$ cat src/logic/pob_pkg.sv
// Constants for the peripheral module-off register bank.
// Assumes a 32-bit Avalon-MM slave port, byte addresses, one word per register.
// Overview of operation
// Slave register 1 bit 0 powers the converter down when set.
// Slave register 1 bits 11,10,9,7,5,3: timer, decoder, PWM, two-wire, serial, four-wire.
// Slave register 2 bits 3..0 power capture units 4..1 down.
// Slave register 4 bit 3 powers the reference clock output down.
// Slave register 6 bits 9 and 8 power transfer channels 1 and 0 down.
// Slave register 7 bits 10..8 power comparators 3..1 down.
// Slave register 7 bit 1 powers gain amplifier 1 down.
// Slave register 8 bits 14 and 10 power gain amplifiers 3 and 2 down.
// Slave register 8 bits 5..2 power logic cells 4..1 down.
// Bits without a function ignore writes and read as zero.
// Implemented bits are read/write and clear at reset, all peripherals on.
// Master has registers 1,2,3,4,6,7,8; register 1 uses bits 11..0 except 8.
// A set bit stops that peripheral's clock and holds it in reset; clock enables exist only for register 1 of each core.
package pob_pkg;
  localparam int          DATA_W = 16;
  localparam int          IDX_W  = 4;
  // Byte offsets of the registers
  localparam logic [5:0] MASTER_OFF_1 = 6'h00;
  localparam logic [5:0] MASTER_OFF_2 = 6'h04;
  localparam logic [5:0] MASTER_OFF_3 = 6'h08;
  localparam logic [5:0] MASTER_OFF_4 = 6'h0c;
  localparam logic [5:0] MASTER_OFF_6 = 6'h10;
  localparam logic [5:0] MASTER_OFF_7 = 6'h14;
  localparam logic [5:0] MASTER_OFF_8 = 6'h18;
  localparam logic [5:0] SLAVE_OFF_1  = 6'h20;
  localparam logic [5:0] SLAVE_OFF_2  = 6'h24;
  localparam logic [5:0] SLAVE_OFF_4  = 6'h28;
  localparam logic [5:0] SLAVE_OFF_6  = 6'h2c;
  localparam logic [5:0] SLAVE_OFF_7  = 6'h30;
  localparam logic [5:0] SLAVE_OFF_8  = 6'h34;
  // Slave field positions
  localparam int CONVERTER_OFF          = 0;
  localparam int FOUR_WIRE_PORT_ONE_OFF = 3;
  localparam int SERIAL_PORT_ONE_OFF    = 5;
  localparam int TWO_WIRE_PORT_ONE_OFF  = 7;
  localparam int PULSE_WIDTH_UNIT_OFF   = 9;
  localparam int QUADRATURE_DECODER_OFF = 10;
  localparam int TIMER_ONE_OFF          = 11;
  localparam int CAPTURE_UNIT_1_OFF     = 0;
  localparam int REFERENCE_CLOCK_OUT_OFF = 3;
  localparam int TRANSFER_CHANNEL_0_OFF = 8;
  localparam int COMPARATOR_1_OFF       = 8;
  localparam int GAIN_AMP_1_OFF         = 1;
  localparam int GAIN_AMP_2_OFF         = 10;
  localparam int GAIN_AMP_3_OFF         = 14;
  localparam int LOGIC_CELL_1_OFF       = 2;
  // Implemented-bit masks; everything else reads zero
  localparam logic [15:0] M1_MASK = 16'h0eff;
  localparam logic [15:0] M2_MASK = 16'h00ff;
  localparam logic [15:0] M3_MASK = 16'h0082;
  localparam logic [15:0] M4_MASK = 16'h0008;
  localparam logic [15:0] M6_MASK = 16'h3f00;
  localparam logic [15:0] M7_MASK = 16'h0108;
  localparam logic [15:0] M8_MASK = 16'h183e;
  localparam logic [15:0] S1_MASK = 16'h0ea9;
  localparam logic [15:0] S2_MASK = 16'h000f;
  localparam logic [15:0] S4_MASK = 16'h0008;
  localparam logic [15:0] S6_MASK = 16'h0300;
  localparam logic [15:0] S7_MASK = 16'h0702;
  localparam logic [15:0] S8_MASK = 16'h443c;
  localparam logic [15:0] RESET_VAL = 16'h0000;
  localparam logic [1:0]  RESP_OKAY = 2'h0;
  localparam logic [1:0]  RESP_DECODE = 2'h3;
endpackage : pob_pkg

$ cat src/logic/pob_bank.sv
// Peripheral module-off register bank for both cores, with per-peripheral resets
// and clock enables for the register-1 peripherals. Assumes one 100 MHz clock and an Avalon-MM master.
//
// Implementation choices: the register addresses and the Avalon-MM slave port.
`timescale 1ns/1ps
`default_nettype none
module pob_bank (
  input  wire logic        clk_in,
  input  wire logic        rst_in,
  input  wire logic [5:0]  address_in,
  input  wire logic        read_in,
  input  wire logic        write_in,
  input  wire logic [31:0] writedata_in,
  input  wire logic [3:0]  byteenable_in,
  output logic      [31:0] readdata_out,
  output logic      [1:0]  response_out,
  output logic             waitrequest_out,
  output logic      [15:0] master_off_1_out,
  output logic      [15:0] master_off_2_out,
  output logic      [15:0] master_off_3_out,
  output logic      [15:0] master_off_4_out,
  output logic      [15:0] master_off_6_out,
  output logic      [15:0] master_off_7_out,
  output logic      [15:0] master_off_8_out,
  output logic      [15:0] slave_off_1_out,
  output logic      [15:0] slave_off_2_out,
  output logic      [15:0] slave_off_4_out,
  output logic      [15:0] slave_off_6_out,
  output logic      [15:0] slave_off_7_out,
  output logic      [15:0] slave_off_8_out,
  output logic      [15:0] master_clk_en_1_out,
  output logic      [15:0] slave_clk_en_1_out
);

  logic [15:0] m1_q, m2_q, m3_q, m4_q, m6_q, m7_q, m8_q;
  logic [15:0] s1_q, s2_q, s4_q, s6_q, s7_q, s8_q;
  logic        ack_q;
  logic [31:0] rdata_q;
  logic [1:0]  resp_q;
  logic        req;
  logic        wr_go;
  logic [15:0] wmask;
  logic [15:0] wval;
  logic [15:0] sel_mask;
  logic [15:0] sel_val;

  // Every access takes one wait cycle so read data come from a flop
  assign req             = read_in | write_in;
  assign waitrequest_out = req & ~ack_q;
  assign wr_go           = write_in & ack_q;

  always_ff @(posedge clk_in) begin
    if (rst_in) begin
      ack_q <= 1'b0;
    end else begin
      ack_q <= req & ~ack_q;
    end
  end

  // Byte lanes 0 and 1 carry the 16-bit register
  assign wmask = {{8{byteenable_in[1]}}, {8{byteenable_in[0]}}};
  assign wval  = writedata_in[15:0];

  // Address decode: mask of implemented bits and present value
  always_comb begin
    sel_mask = 16'h0000;
    sel_val  = 16'h0000;
    unique case (address_in)
      pob_pkg::MASTER_OFF_1: begin sel_mask = pob_pkg::M1_MASK; sel_val = m1_q; end
      pob_pkg::MASTER_OFF_2: begin sel_mask = pob_pkg::M2_MASK; sel_val = m2_q; end
      pob_pkg::MASTER_OFF_3: begin sel_mask = pob_pkg::M3_MASK; sel_val = m3_q; end
      pob_pkg::MASTER_OFF_4: begin sel_mask = pob_pkg::M4_MASK; sel_val = m4_q; end
      pob_pkg::MASTER_OFF_6: begin sel_mask = pob_pkg::M6_MASK; sel_val = m6_q; end
      pob_pkg::MASTER_OFF_7: begin sel_mask = pob_pkg::M7_MASK; sel_val = m7_q; end
      pob_pkg::MASTER_OFF_8: begin sel_mask = pob_pkg::M8_MASK; sel_val = m8_q; end
      pob_pkg::SLAVE_OFF_1:  begin sel_mask = pob_pkg::S1_MASK; sel_val = s1_q; end
      pob_pkg::SLAVE_OFF_2:  begin sel_mask = pob_pkg::S2_MASK; sel_val = s2_q; end
      pob_pkg::SLAVE_OFF_4:  begin sel_mask = pob_pkg::S4_MASK; sel_val = s4_q; end
      pob_pkg::SLAVE_OFF_6:  begin sel_mask = pob_pkg::S6_MASK; sel_val = s6_q; end
      pob_pkg::SLAVE_OFF_7:  begin sel_mask = pob_pkg::S7_MASK; sel_val = s7_q; end
      pob_pkg::SLAVE_OFF_8:  begin sel_mask = pob_pkg::S8_MASK; sel_val = s8_q; end
      default: begin sel_mask = 16'h0000; sel_val = 16'h0000; end
    endcase
  end

  // Merge of a write into one register; unimplemented bits forced to zero
  function automatic logic [15:0] merge(input logic [15:0] old_v,
                                        input logic [15:0] impl,
                                        input logic [15:0] lanes,
                                        input logic [15:0] val);
    merge = ((val & lanes) | (old_v & ~lanes)) & impl;
  endfunction : merge

  // Master registers; a write lands at the edge where waitrequest is low
  always_ff @(posedge clk_in) begin
    if (rst_in) begin
      m1_q <= pob_pkg::RESET_VAL;
      m2_q <= pob_pkg::RESET_VAL;
      m3_q <= pob_pkg::RESET_VAL;
      m4_q <= pob_pkg::RESET_VAL;
      m6_q <= pob_pkg::RESET_VAL;
      m7_q <= pob_pkg::RESET_VAL;
      m8_q <= pob_pkg::RESET_VAL;
    end else if (wr_go) begin
      unique case (address_in)
        pob_pkg::MASTER_OFF_1: m1_q <= merge(m1_q, pob_pkg::M1_MASK, wmask, wval);
        pob_pkg::MASTER_OFF_2: m2_q <= merge(m2_q, pob_pkg::M2_MASK, wmask, wval);
        pob_pkg::MASTER_OFF_3: m3_q <= merge(m3_q, pob_pkg::M3_MASK, wmask, wval);
        pob_pkg::MASTER_OFF_4: m4_q <= merge(m4_q, pob_pkg::M4_MASK, wmask, wval);
        pob_pkg::MASTER_OFF_6: m6_q <= merge(m6_q, pob_pkg::M6_MASK, wmask, wval);
        pob_pkg::MASTER_OFF_7: m7_q <= merge(m7_q, pob_pkg::M7_MASK, wmask, wval);
        pob_pkg::MASTER_OFF_8: m8_q <= merge(m8_q, pob_pkg::M8_MASK, wmask, wval);
        default: ;
      endcase
    end
  end

  // Slave registers; masks keep reserved bits at zero
  always_ff @(posedge clk_in) begin
    if (rst_in) begin
      s1_q <= pob_pkg::RESET_VAL;
      s2_q <= pob_pkg::RESET_VAL;
      s4_q <= pob_pkg::RESET_VAL;
      s6_q <= pob_pkg::RESET_VAL;
      s7_q <= pob_pkg::RESET_VAL;
      s8_q <= pob_pkg::RESET_VAL;
    end else if (wr_go) begin
      unique case (address_in)
        pob_pkg::SLAVE_OFF_1: s1_q <= merge(s1_q, pob_pkg::S1_MASK, wmask, wval);
        pob_pkg::SLAVE_OFF_2: s2_q <= merge(s2_q, pob_pkg::S2_MASK, wmask, wval);
        pob_pkg::SLAVE_OFF_4: s4_q <= merge(s4_q, pob_pkg::S4_MASK, wmask, wval);
        pob_pkg::SLAVE_OFF_6: s6_q <= merge(s6_q, pob_pkg::S6_MASK, wmask, wval);
        pob_pkg::SLAVE_OFF_7: s7_q <= merge(s7_q, pob_pkg::S7_MASK, wmask, wval);
        pob_pkg::SLAVE_OFF_8: s8_q <= merge(s8_q, pob_pkg::S8_MASK, wmask, wval);
        default: ;
      endcase
    end
  end

  // Read data and response captured in the wait cycle, stand in the ack cycle
  always_ff @(posedge clk_in) begin
    if (rst_in) begin
      rdata_q <= 32'h0000_0000;
      resp_q  <= pob_pkg::RESP_OKAY;
    end else if (req & ~ack_q) begin
      rdata_q <= read_in ? {16'h0000, sel_val & sel_mask} : 32'h0000_0000;
      resp_q  <= (sel_mask == 16'h0000) ? pob_pkg::RESP_DECODE : pob_pkg::RESP_OKAY;
    end
  end

  assign readdata_out = rdata_q;
  assign response_out = resp_q;

  // Off bits hold each peripheral in reset; restart is from reset state
  assign master_off_1_out = m1_q;
  assign master_off_2_out = m2_q;
  assign master_off_3_out = m3_q;
  assign master_off_4_out = m4_q;
  assign master_off_6_out = m6_q;
  assign master_off_7_out = m7_q;
  assign master_off_8_out = m8_q;
  assign slave_off_1_out  = s1_q;
  assign slave_off_2_out  = s2_q;
  assign slave_off_4_out  = s4_q;
  assign slave_off_6_out  = s6_q;
  assign slave_off_7_out  = s7_q;
  assign slave_off_8_out  = s8_q;

  // Clock enables for the register-1 peripherals; gate cells sit outside
  assign master_clk_en_1_out = pob_pkg::M1_MASK & ~m1_q;
  assign slave_clk_en_1_out  = pob_pkg::S1_MASK & ~s1_q;

  // Checks
  chk_conv_set: assert property (@(posedge clk_in) disable iff (rst_in)
    (wr_go && address_in == pob_pkg::SLAVE_OFF_1 && byteenable_in[0] && writedata_in[0])
    |=> slave_off_1_out[pob_pkg::CONVERTER_OFF] && !slave_clk_en_1_out[0])
    else $error("converter off bit not set by write");

  chk_timer_clr: assert property (@(posedge clk_in) disable iff (rst_in)
    (wr_go && address_in == pob_pkg::SLAVE_OFF_1 && byteenable_in[1] && !writedata_in[11])
    |=> !slave_off_1_out[pob_pkg::TIMER_ONE_OFF])
    else $error("timer off bit not cleared by write");

  chk_capture_write: assert property (@(posedge clk_in) disable iff (rst_in)
    (wr_go && address_in == pob_pkg::SLAVE_OFF_2 && byteenable_in[0])
    |=> slave_off_2_out == ($past(writedata_in[15:0]) & 16'h000f))
    else $error("capture unit bits wrong after write");

  chk_refclk_only: assert property (@(posedge clk_in) disable iff (rst_in)
    (slave_off_4_out & ~16'h0008) == 16'h0000)
    else $error("reference clock register holds stray bits");

  chk_dma_hold: assert property (@(posedge clk_in) disable iff (rst_in)
    !(wr_go && address_in == pob_pkg::SLAVE_OFF_6) |=> $stable(slave_off_6_out))
    else $error("transfer channel bits changed without a write");

  chk_cmp_write: assert property (@(posedge clk_in) disable iff (rst_in)
    (wr_go && address_in == pob_pkg::SLAVE_OFF_7 && byteenable_in[1])
    |=> slave_off_7_out[10:8] == $past(writedata_in[10:8]))
    else $error("comparator bits wrong after write");

  chk_pga1_write: assert property (@(posedge clk_in) disable iff (rst_in)
    (wr_go && address_in == pob_pkg::SLAVE_OFF_7 && byteenable_in[0])
    |=> slave_off_7_out[pob_pkg::GAIN_AMP_1_OFF] == $past(writedata_in[1]))
    else $error("gain amp 1 bit wrong after write");

  chk_pga_clc_write: assert property (@(posedge clk_in) disable iff (rst_in)
    (wr_go && address_in == pob_pkg::SLAVE_OFF_8 && &byteenable_in[1:0])
    |=> slave_off_8_out == ($past(writedata_in[15:0]) & 16'h443c))
    else $error("gain amp or logic cell bits wrong after write");

  chk_clc_reset: assert property (@(posedge clk_in)
    rst_in |=> slave_off_8_out[5:2] == 4'h0)
    else $error("logic cell bits not cleared by reset");

  chk_read_zero: assert property (@(posedge clk_in) disable iff (rst_in)
    (read_in && !ack_q && address_in == pob_pkg::SLAVE_OFF_6)
    ##1 (read_in && !waitrequest_out) |-> readdata_out[31:10] == 22'h0 && readdata_out[7:0] == 8'h00)
    else $error("reserved bits read non-zero");

  chk_reset_clear: assert property (@(posedge clk_in)
    rst_in |=> master_off_1_out == 16'h0000 && slave_off_7_out == 16'h0000
               && slave_clk_en_1_out == 16'h0ea9)
    else $error("registers not cleared by reset");

  chk_master_map: assert property (@(posedge clk_in) disable iff (rst_in)
    (master_off_1_out & 16'hf100) == 16'h0000 && (master_off_3_out & 16'hff7d) == 16'h0000)
    else $error("master register holds unimplemented bits");

  chk_clock_gate: assert property (@(posedge clk_in) disable iff (rst_in)
    master_clk_en_1_out == (16'h0eff & ~master_off_1_out))
    else $error("clock enable disagrees with off bits");

  chk_wait_once: assert property (@(posedge clk_in) disable iff (rst_in)
    ($rose(req) || (req && !$past(req))) |-> waitrequest_out ##1 !waitrequest_out)
    else $error("access not answered after one wait cycle");

  // Lane-wise write checks; expected bits follow the bit maps, not the masks
  chk_conv_clear: assert property (@(posedge clk_in) disable iff (rst_in)
    (wr_go && address_in == pob_pkg::SLAVE_OFF_1 && byteenable_in[0] && !writedata_in[0])
    |=> !slave_off_1_out[0] && slave_clk_en_1_out[0])
    else $error("converter not enabled by write");

  chk_low_lane: assert property (@(posedge clk_in) disable iff (rst_in)
    (wr_go && address_in == pob_pkg::SLAVE_OFF_1 && byteenable_in[0])
    |=> slave_off_1_out[7:0] == ($past(writedata_in[7:0]) & 8'ha9))
    else $error("slave register 1 low byte wrong");

  chk_high_lane: assert property (@(posedge clk_in) disable iff (rst_in)
    (wr_go && address_in == pob_pkg::SLAVE_OFF_1 && byteenable_in[1])
    |=> slave_off_1_out[15:8] == ($past(writedata_in[15:8]) & 8'h0e))
    else $error("slave register 1 high byte wrong");

  chk_capture_spare: assert property (@(posedge clk_in) disable iff (rst_in)
    (slave_off_2_out & 16'hfff0) == 16'h0000)
    else $error("capture register holds stray bits");

  chk_refclk_write: assert property (@(posedge clk_in) disable iff (rst_in)
    (wr_go && address_in == pob_pkg::SLAVE_OFF_4 && byteenable_in[0])
    |=> slave_off_4_out[3] == $past(writedata_in[3]))
    else $error("reference clock bit wrong after write");

  chk_dma_write: assert property (@(posedge clk_in) disable iff (rst_in)
    (wr_go && address_in == pob_pkg::SLAVE_OFF_6 && byteenable_in[1])
    |=> slave_off_6_out == ($past(writedata_in[15:0]) & 16'h0300))
    else $error("transfer channel bits wrong after write");

  chk_cmp_spare: assert property (@(posedge clk_in) disable iff (rst_in)
    (slave_off_7_out & 16'hf8fd) == 16'h0000)
    else $error("comparator register holds stray bits");

  chk_amp1_clear: assert property (@(posedge clk_in) disable iff (rst_in)
    (wr_go && address_in == pob_pkg::SLAVE_OFF_7 && byteenable_in[0] && !writedata_in[1])
    |=> !slave_off_7_out[pob_pkg::GAIN_AMP_1_OFF])
    else $error("gain amp 1 not enabled by write");

  chk_amp_write: assert property (@(posedge clk_in) disable iff (rst_in)
    (wr_go && address_in == pob_pkg::SLAVE_OFF_8 && byteenable_in[1])
    |=> slave_off_8_out[15:8] == ($past(writedata_in[15:8]) & 8'h44))
    else $error("gain amp bits wrong after write");

  chk_amp_spare: assert property (@(posedge clk_in) disable iff (rst_in)
    (slave_off_8_out & 16'hbbc3) == 16'h0000)
    else $error("slave register 8 holds stray bits");

  chk_clc_write: assert property (@(posedge clk_in) disable iff (rst_in)
    (wr_go && address_in == pob_pkg::SLAVE_OFF_8 && byteenable_in[0])
    |=> slave_off_8_out[5:2] == $past(writedata_in[5:2]))
    else $error("logic cell bits wrong after write");

  // Bus answers; a read must never disturb the off bits it reports
  chk_read_upper: assert property (@(posedge clk_in) disable iff (rst_in)
    (read_in && !waitrequest_out) |-> readdata_out[31:16] == 16'h0000)
    else $error("upper read half not zero");

  chk_unmapped_read: assert property (@(posedge clk_in) disable iff (rst_in)
    (read_in && !ack_q && sel_mask == 16'h0000) ##1 (read_in && !waitrequest_out)
    |-> readdata_out == 32'h0000_0000 && response_out == pob_pkg::RESP_DECODE)
    else $error("unmapped read not answered with zero");

  chk_unmapped_write: assert property (@(posedge clk_in) disable iff (rst_in)
    (wr_go && sel_mask == 16'h0000)
    |=> master_off_1_out == $past(master_off_1_out) && slave_off_1_out == $past(slave_off_1_out))
    else $error("unmapped write changed a register");

  chk_read_value: assert property (@(posedge clk_in) disable iff (rst_in)
    (read_in && !ack_q && address_in == pob_pkg::SLAVE_OFF_2) ##1 (read_in && !waitrequest_out)
    |-> readdata_out[15:0] == slave_off_2_out)
    else $error("read data differ from register");

  chk_write_okay: assert property (@(posedge clk_in) disable iff (rst_in)
    (write_in && !ack_q && address_in == pob_pkg::SLAVE_OFF_2) ##1 (write_in && !waitrequest_out)
    |-> response_out == pob_pkg::RESP_OKAY)
    else $error("mapped write not answered okay");

  chk_reset_all: assert property (@(posedge clk_in)
    rst_in |=> slave_off_1_out == 16'h0000 && slave_off_2_out == 16'h0000
               && slave_off_6_out == 16'h0000 && master_off_8_out == 16'h0000)
    else $error("off bits not cleared by reset");

  chk_read_keeps: assert property (@(posedge clk_in) disable iff (rst_in)
    (read_in && !waitrequest_out) |=> slave_off_8_out == $past(slave_off_8_out))
    else $error("read changed a register");

  chk_master_write: assert property (@(posedge clk_in) disable iff (rst_in)
    (wr_go && address_in == pob_pkg::MASTER_OFF_1 && &byteenable_in[1:0])
    |=> master_off_1_out == ($past(writedata_in[15:0]) & 16'h0eff))
    else $error("master register 1 wrong after write");

  chk_master_spare: assert property (@(posedge clk_in) disable iff (rst_in)
    (master_off_2_out & 16'hff00) == 16'h0000 && (master_off_4_out & 16'hfff7) == 16'h0000
    && (master_off_6_out & 16'hc0ff) == 16'h0000 && (master_off_7_out & 16'hfef7) == 16'h0000
    && (master_off_8_out & 16'he7c1) == 16'h0000)
    else $error("master register holds stray bits");

  // Clock enables per peripheral; a gate left running would defeat the hold
  chk_gate_drop: assert property (@(posedge clk_in) disable iff (rst_in)
    (wr_go && address_in == pob_pkg::MASTER_OFF_1 && byteenable_in[0] && writedata_in[0])
    |=> !master_clk_en_1_out[0])
    else $error("converter clock still runs when off");

  chk_gate_release: assert property (@(posedge clk_in) disable iff (rst_in)
    (wr_go && address_in == pob_pkg::SLAVE_OFF_1 && byteenable_in[1] && !writedata_in[11])
    |=> slave_clk_en_1_out[11])
    else $error("timer clock not restarted");

  chk_slave_gate: assert property (@(posedge clk_in) disable iff (rst_in)
    (slave_clk_en_1_out & slave_off_1_out) == 16'h0000
    && (slave_clk_en_1_out | slave_off_1_out) == 16'h0ea9)
    else $error("slave clock enables disagree with off bits");

endmodule : pob_bank
`default_nettype wire

$ cat config.mk
export PLATFORM = sky130hd
export DESIGN_NAME = pob_bank
export DESIGN_NICKNAME = d
export VERILOG_FILES = /design/src/logic/pob_pkg.sv /design/src/logic/pob_bank.sv
export SDC_FILE = /design/constraint.sdc
export NUM_CORES = 1
export LEC_CHECK = 0
export BUFFER_PORTS_ARGS = -buffer_cell sky130_fd_sc_hd__buf_4
export CAP_MARGIN = 15
export CORE_AREA = 4 4 122 124
export DETAILED_ROUTE_END_ITERATION = 8
export DIE_AREA = 0 0 126 128
export GPL_ROUTABILITY_DRIVEN = 0
export HOLD_SLACK_MARGIN = 0.15
export PLACE_DENSITY = 0.69
export SLEW_MARGIN = 25
export SYNTH_ARGS = -nofsm -noshare
export SYNTH_HDL_FRONTEND = slang
export SYNTH_SLANG_ARGS = --single-unit
$ cat constraint.sdc
create_clock -name clk_in -period 1.9 [get_ports clk_in]
set_clock_uncertainty 0.1 [all_clocks]
set_input_delay 0.095 -clock clk_in [delete_from_list [all_inputs] [get_ports clk_in]]
set_output_delay 0.095 -clock clk_in [all_outputs]
set_load 0.005 [all_outputs]
# Word level (Yosys, flattened, before mapping)
# Cells that the tools add are included.
dict set report word_totals {
  elab_cells 83
  output_inout_bits 275
  ff_bits 96
  input_bits 46
}
dict set report classes {
  n_reduce_logical 16
  eq_ne 12
  mux 4
  bitwise_logic 35
}
# op count
set op_table {}
lappend op_table {{case mux 15 bit (13 select lines)} 1}
lappend op_table {{case mux 15 bit (12 select lines)} 1}
lappend op_table {{equality test 6 bit (second input constant)} 6}
lappend op_table {{AND 15 bit} 2}
lappend op_table {{AND reduction 2 bit} 13}
lappend op_table {{AND 12 bit} 2}
lappend op_table {{inverter 12 bit} 2}
lappend op_table {{OR 12 bit} 2}
lappend op_table {{equality test 6 x 5 -> 1 bit (second input constant)} 3}
lappend op_table {{AND 16 bit} 1}
lappend op_table {{AND 8 bit} 2}
lappend op_table {{zero test 16 bit} 1}
lappend op_table {{2-to-1 mux 16 bit} 1}
lappend op_table {{OR 8 bit} 2}
lappend op_table {{inverter 15 bit} 1}
lappend op_table {{OR 15 bit} 1}
lappend op_table {{AND 14 bit} 1}
lappend op_table {{OR 14 bit} 1}
lappend op_table {{AND 13 bit} 1}
lappend op_table {{OR 13 bit} 1}
lappend op_table {{AND 4 bit} 3}
lappend op_table {{equality test 6 x 4 -> 1 bit (second input constant)} 2}
lappend op_table {{OR 4 bit} 3}
lappend op_table {{AND 11 bit} 1}
lappend op_table {{other kinds (12)} 13}

# Longest topological paths before layout
# Gate-level depths: netlist of the first run.
dict set report logic_depth {
  word_depth 5
  depth_mapped 7
  depth_no_buf 6
}

# Least setup slack after synthesis of the first run
# OpenSTA, ideal clock, no wires.
dict set report synth_timing {
  path_type {input -> register}
  startpoint {input address_in[4]}
  endpoint {register (tool-made name)}
  setup_slack_ns 0.246
  path_buffers 2
  t_arrival_ns 1.422
  required_ns 1.668
  cell_stages 7
  setup_ns 0.132
  path_cell_list {buf_4 > or4b_4 > nor3b_4 > buf_4 > nand2_2 > nand2_1 > a21oi_1}
}
# element line_no
set synth_lines {}
lappend synth_lines {{start: declaration} pob_bank.sv:10} ;# input wire logic [5:0] address_in,

==> results.toml, run 1 <==
[outcome]
result_of_the_run = "finished, final reports clean"

[timing]
setup_repair_after_global_routing_missed_its_margin = "no"
timing.setup.tns_ns = 0
period_needed_ns = 1.81
timing.final.max_slew_violations = 0
rel_slew_slack_pct = 66.3
portion_of_the_clock_cycle_consumed_by_the_worst_path_in_the_final_layout_pct = 95.1
worstMarginPinSlew_ns = 0.506
fmaxAchievable_mhz = 553
final-hold-violation-count = 0
setup_viol = 0

[global_route]
grt_pass1_vias = 3414
antenna_found_initial = 0
grt_start_max_net_pins = 53
grt_overflow_total = 0
grt_use_total_pct = 15.4
grt_first_pass_wirelength_um = 19700

[synthesis]
synth_area_mm2 = 0.00482
yosys_warn_count = 0
synthDistinctLibCells = 41
number_of_flops_mapped_to_enable_cells_by_yosys = 0
synth-seq-cells = 78
ys_seq_area_share_pct = 32.4
avgSynthCellArea_um2 = 7.92
syn_inst = 609
ys_dominant_reg_cell = "dfxtp_1"
synthArstFlopShare_pct = 0

[worst_setup_path]
path_cells = "buf_4 > dlygate4sd3_1 > nor4b_2 > and3_1 > and2_1 > mux2i_1 > nor2_1"
worstSetupEndpointType = "register"
cpMaxStageDelayCell = "dlygate4sd3_1"
critPathKind = "in -> reg"
cp.required_ns = 2.02
crit_path_max_cell_delay_ns = 0.57
critPathLaunchType = "input pin"
timing.critical_path.arrival_ns = 1.92
critical_path.max_fanout = 6

[clocking]
clock_buffer_count_from_cts = 9
tritoncts_num_sinks = 78
root_buffer = "clkbuf_16"
cts_tree = "built"
cts.repair_timing.setup_buffer_count = 0
cts-htree-levels = 3
cts-root-to-sink-buffers = 2
cts_clock_pin_slew_for_the_worst_setup_and_hold_paths_ns = 0.06
clkLatencyLatePin_ns = 0.34

[job]
cap_viol_max_count = 0

[route]
drt_pass1_iterations = 5
dr_total_vias = 4104
route.detailed.wl_per_inst_um = 14.8
via_per_inst = 4.38
wl_um = 13800
drt_drc_violations_left = 0
number_of_drc_violations_after_detailed_routing_iteration_0 = 248
drtAntennaViolNets = 0

[floorplan]
io_pins = 321
core_area_mm2 = 0.0138
num_rows = 43
die_h_um = 128
die_area_mm2 = 0.0161
dieWidth_um = 126
start_util_pct = 35.0

[power_and_ir_drop]
vdd_drop_max_mv = 0.374
total_leakage_power_nw = 2.61
power_density_mw_per_mm2 = 627

[layout]
final_net_count = 797
final_layout_size_suffix_gt1_share_pct = 23.4
antenna_cells = 0
area_growth_pct = 22.2
final_cell_count_no_fill = 936
filler_cell_count = 1455

[placement]
placed_cells_incl_taps = 900
dp_hpwl_um = 10600
numPortBuffers = 123

[min_path]
min_path_type = "in -> reg"
-- path summary, 6_finish.rpt --
check	from	endpoint	slack [ns]	cells past startpoint
hold / removal	address_in[5]	response_out[0]	0.22	3
hold reg to reg	readdata_out[0]	readdata_out[0]	0.35	2
setup reg to reg	ack_q	register	0.28	4
setup / recovery	address_in[1]	register	0.09	7
-- layout make-up --
| class | instances | area [um2] | share of cell area [%] |
|---|---|---|---|
| multi-input cells | 478 | 2380 | 40.3 |
| flip-flops and latches | 78 | 1560 | 26.5 |
| repair buffers | 165 | 1370 | 23.2 |
| clock buffers | 10 | 229 | 3.88 |
| well taps | 180 | 225 | 3.82 |
| inverters | 19 | 71.3 | 1.21 |
| clock inverters | 6 | 62.6 | 1.06 |
-- timing repair --
action                                 CTS  global route
hold buffers                            20             0
setup endpoints to repair                0            10
resized for setup                        0             6
endpoints found under the hold margin   65             0
-- power by group --
part	total [mW]	leakage [nW]	internal, mW	switching, mW
logic	0.350	1.85	0.115	0.235
clock network	1.70	0.134	1.01	0.688
registers	1.64	0.629	1.64	0.00445
total	3.70	2.61	2.77	0.928
-- layout by cell type (no fill, tap or decap), types with 2 or more instances in the layout --
cell,synthesis,routed
clkinv_2,0,2
nand2_2,2,2
clkbuf_16,0,9
nor2_1,25,25
clkinvlp_4,0,3
nor3_4,2,2
mux2i_1,14,14
nand2_1,77,77
nor2b_1,3,3
dfxtp_1,78,78
a221oi_1,10,8
buf_4,185,138
a311oi_1,2,2
a22oi_1,11,11
o211ai_1,2,2
a21oi_1,50,50
o21ai_0,6,6
a32oi_1,3,3
a22o_1,10,10
o21ai_1,5,5
conb_1,1,178
buf_12,0,6
or4b_4,2,2
nand3_1,54,54
inv_1,19,19
nand2b_1,3,2
and3_1,4,4
dlygate4sd3_1,0,20
a221oi_2,1,3
-- layer usage --
metal | vias to the layer above | GRT usage [%] | share of wire, %
met4 | 0 | 5.17 | 1.4
met1 | 1894 | 21.1 | 42
li1 | 1980 | - | -
met3 | 14 | 2.88 | 8.3
met5 | - | 0 | 0
met2 | 216 | 24.6 | 48
-- kinds of logic after synthesis --
kind of cell / count (synthesis) / synth area share [%]
simple gates: 183 / 18.3
compound gates: 102 / 13.6
flops: 78 / 32.4
buf+inv: 230 / 32.6
mux: 15 / 3.14
other cells: 1 / 0.0777
-- Yosys cell counts (2+ instances only) --
cell,instances,area share [%]
and4_1,2,0.36
inv_1,19,1.5
a32oi_1,3,0.54
nand3_1,54,5.6
a21oi_1,50,5.2
o21ai_1,5,0.52
nand2_1,77,6.0
nor2b_1,3,0.39
a22oi_1,11,1.7
nand2_2,2,0.26
nor2_1,25,1.9
a221oi_1,10,1.8
buf_2,5,0.52
buf_4,185,29
nand2b_1,3,0.39
o21ai_0,6,0.62
a22o_1,10,1.8
and3_1,4,0.52
clkbuf_1,19,1.5
mux2i_1,14,2.9
or4b_4,2,0.57
dfxtp_1,78,32
a311oi_1,2,0.36
o211ai_1,2,0.31
nor3_4,2,0.67
-- metrics by stage --
step	total power, mW	instance area (um2)	setup WS, ns	hold slack, ns	util (%)
detailed placement	1.98	5380	0.0345	0.247	39.0
finish	3.70	5900	0.0933	0.219	42.8
global placement	1.98	5380	0.0709	0.240	39.0
floorplan	2.13	5490	0.246	0.139	-
CTS	3.71	5870	0.00727	0.213	42.6
global route	3.82	5900	0.000523	0.261	42.8
-- worst max-delay path: cells and delay by family --
kind                   cells  cell delay [ns]
AND/OR/NAND/NOR            4             0.89
buffers and inverters      2             0.70
multiplexers               1             0.23
Note: power is estimated with default switching activity, not from simulation.
==> run 2, diff against run 1 <==
--- a/config.mk
+++ b/config.mk
@@ -12,5 +12,5 @@
 export DIE_AREA = 0 0 126 128
 export GPL_ROUTABILITY_DRIVEN = 0
-export HOLD_SLACK_MARGIN = 0.15
+export HOLD_SLACK_MARGIN = 0.03
 export PLACE_DENSITY = 0.69
 export SLEW_MARGIN = 25
--- a/constraint.sdc
+++ b/constraint.sdc
@@ -3,3 +3,3 @@
 set_input_delay 0.095 -clock clk_in [delete_from_list [all_inputs] [get_ports clk_in]]
 set_output_delay 0.095 -clock clk_in [all_outputs]
-set_load 0.005 [all_outputs]
+set_load 0.1 [all_outputs]
==> results.toml, run 2 (same netlist as run 1, synthesis figures left out) <==
[outcome]
result_of_the_run = "finished, final reports clean"

[worst_setup_path]
worst-path-buf-inv = 2
critPathTopFamily = "buffers and inverters"
regToRegSetupSlack_ns = 0.27
cpMaxStageDelayCell = "or2_2"
timing.critical_path.arrival_ns = 1.57
worstSetupEndpointType = "primary output"
critPathKind = "reg -> out"
crit-reg2reg-launch = "ack_q"
reg2regPathDepth = 5
crit_path_max_cell_delay_ns = 0.45
critPathLaunchType = "register"
path_cells = "or2_2 > clkinvlp_4 > buf_4"
critical_path.max_fanout = 14
cp.required_ns = 1.70

[global_route]
grt_start_max_net_pins = 45
grt_overflow_total = 0
grt_use_total_pct = 16.3
antenna_found_initial = 0
grt_first_pass_wirelength_um = 20800
grt_pass1_vias = 3624

[clocking]
ctsResizeCount = 0
clock_buffer_count_from_cts = 9
cts_tree = "built"
cts_hold_buffers_added = 15
cts_clock_pin_slew_for_the_worst_setup_and_hold_paths_ns = 0.06
clkLatencyLatePin_ns = 0.34
root_buffer = "clkbuf_16"
cts-root-to-sink-buffers = 2
cts-htree-levels = 3
cts.repair_timing.setup_buffer_count = 0
tritoncts_num_sinks = 78

[layout]
multi_input_area_mm2 = 0.00236
final_layout_size_suffix_gt1_share_pct = 23.7
layout_commonest_cell = "conb_1"
final_net_count = 793
filler_cell_count = 1443
commonest_non_fill_non_tap_cells_in_the_layout = "conb_1, buf_4, nand2_1"
final-seq-area_mm2 = 0.00157
area_growth_pct = 20.7
antenna_cells = 0
final_cell_count_no_fill = 932

[floorplan]
start_util_pct = 35.0
io_pins = 321
die_h_um = 128
die_area_mm2 = 0.0161
dieWidth_um = 126
num_rows = 43
core_area_mm2 = 0.0138

[job]
cap_viol_max_count = 0

[power_and_ir_drop]
total_leakage_power_nw = 2.59
power_density_mw_per_mm2 = 915
vdd_drop_max_mv = 0.428
power_mw = 5.33

[timing]
postLayoutSetupSlackWorst_ns = 0.135
portion_of_the_clock_cycle_consumed_by_the_worst_path_in_the_final_layout_pct = 92.9
period_needed_ns = 1.77
worstMarginPinSlew_ns = 0.507
rel_slew_slack_pct = 66.2
setup_viol = 0
timing.final.max_slew_violations = 0
timing.setup.tns_ns = 0
final-hold-violation-count = 0
setup_repair_after_global_routing_missed_its_margin = "no"
fmaxAchievable_mhz = 567

[placement]
numPortBuffers = 123
place_ws_ns = 0.105
placed_cells_incl_taps = 901
dp_hpwl_um = 10900

[min_path]
min_path_type = "in -> reg"
min_delay_path_depth = 5
worst_hold_startpoint = "address_in[1]"

[route]
dr_total_vias = 4122
via_per_inst = 4.42
route.detailed.wl_per_inst_um = 15.3
drtAntennaViolNets = 0
drt_pass1_iterations = 5
wl_um = 14300
drt_drc_violations_left = 0
number_of_drc_violations_after_detailed_routing_iteration_0 = 228
## run 2: cell types whose count changed in the layout (fill, tap and decap cells not counted), moves of 2 or more
cell / before / now
dfxtp_4: 0 / 2
buf_12: 6 / 2
dfxtp_1: 78 / 76
dlygate4sd3_1: 20 / 15
a221oi_1: 8 / 10
a221oi_2: 3 / 1
buf_4: 138 / 144
inv_1: 19 / 16
## run 2: layer usage
layer  vias to the layer above  routed length (um)  global-route usage, %  share of wire (%)
li1                       1968                   -                      -                  -
met2                       209                6960                   26.6                 49
met3                        16                1090                   3.75                7.6
met1                      1929                5990                   21.7                 42
met5                         -                   0                      0                  0
met4                         0                 207                   4.86                1.5
## run 2: area by class of cell
type                    count  share of cell area [%]
clock buffers              12                    4.23
clock inverters             4                    1.20
inverters                  19                    1.42
multi-input cells         478                    40.5
flip-flops and latches     78                    26.9
well taps                 180                    3.87
repair buffers            161                    21.8
## run 2: worst max-delay path by stage
stage                  startpoint              end  depth (start not counted)
floorplan                register  readdata_out[3]                          5
global placement    address_in[1]  readdata_out[4]                          7
detailed placement  address_in[1]  readdata_out[3]                          6
CTS                         ack_q  waitrequest_out                          3
global route                ack_q  waitrequest_out                          3
finish                      ack_q  waitrequest_out                          3
## run 2: power by group
group | total [mW] | internal, mW | switching, mW
sequential | 1.64 | 1.64 | 0.00412
clock | 1.85 | 1.18 | 0.668
combinational | 1.83 | 0.103 | 1.73
## run 2: worst min-delay path: cells and delay by family
kind                   cells  cell delay, ns
muxes                      1            0.07
and+or+nand+nor            3            0.21
buffers and inverters      1            0.11
## run 2: through the flow
stage	utilization [%]	instance area (um2)	hold slack, ns
6_report	42.3	5820	0.0783
5_1_grt	42.3	5820	0.110
4_1_cts	42.3	5820	0.0721
3_5_place_dp	38.9	5360	0.245
3_3_place_gp	38.9	5360	0.237
2_1_floorplan	-	5510	0.132
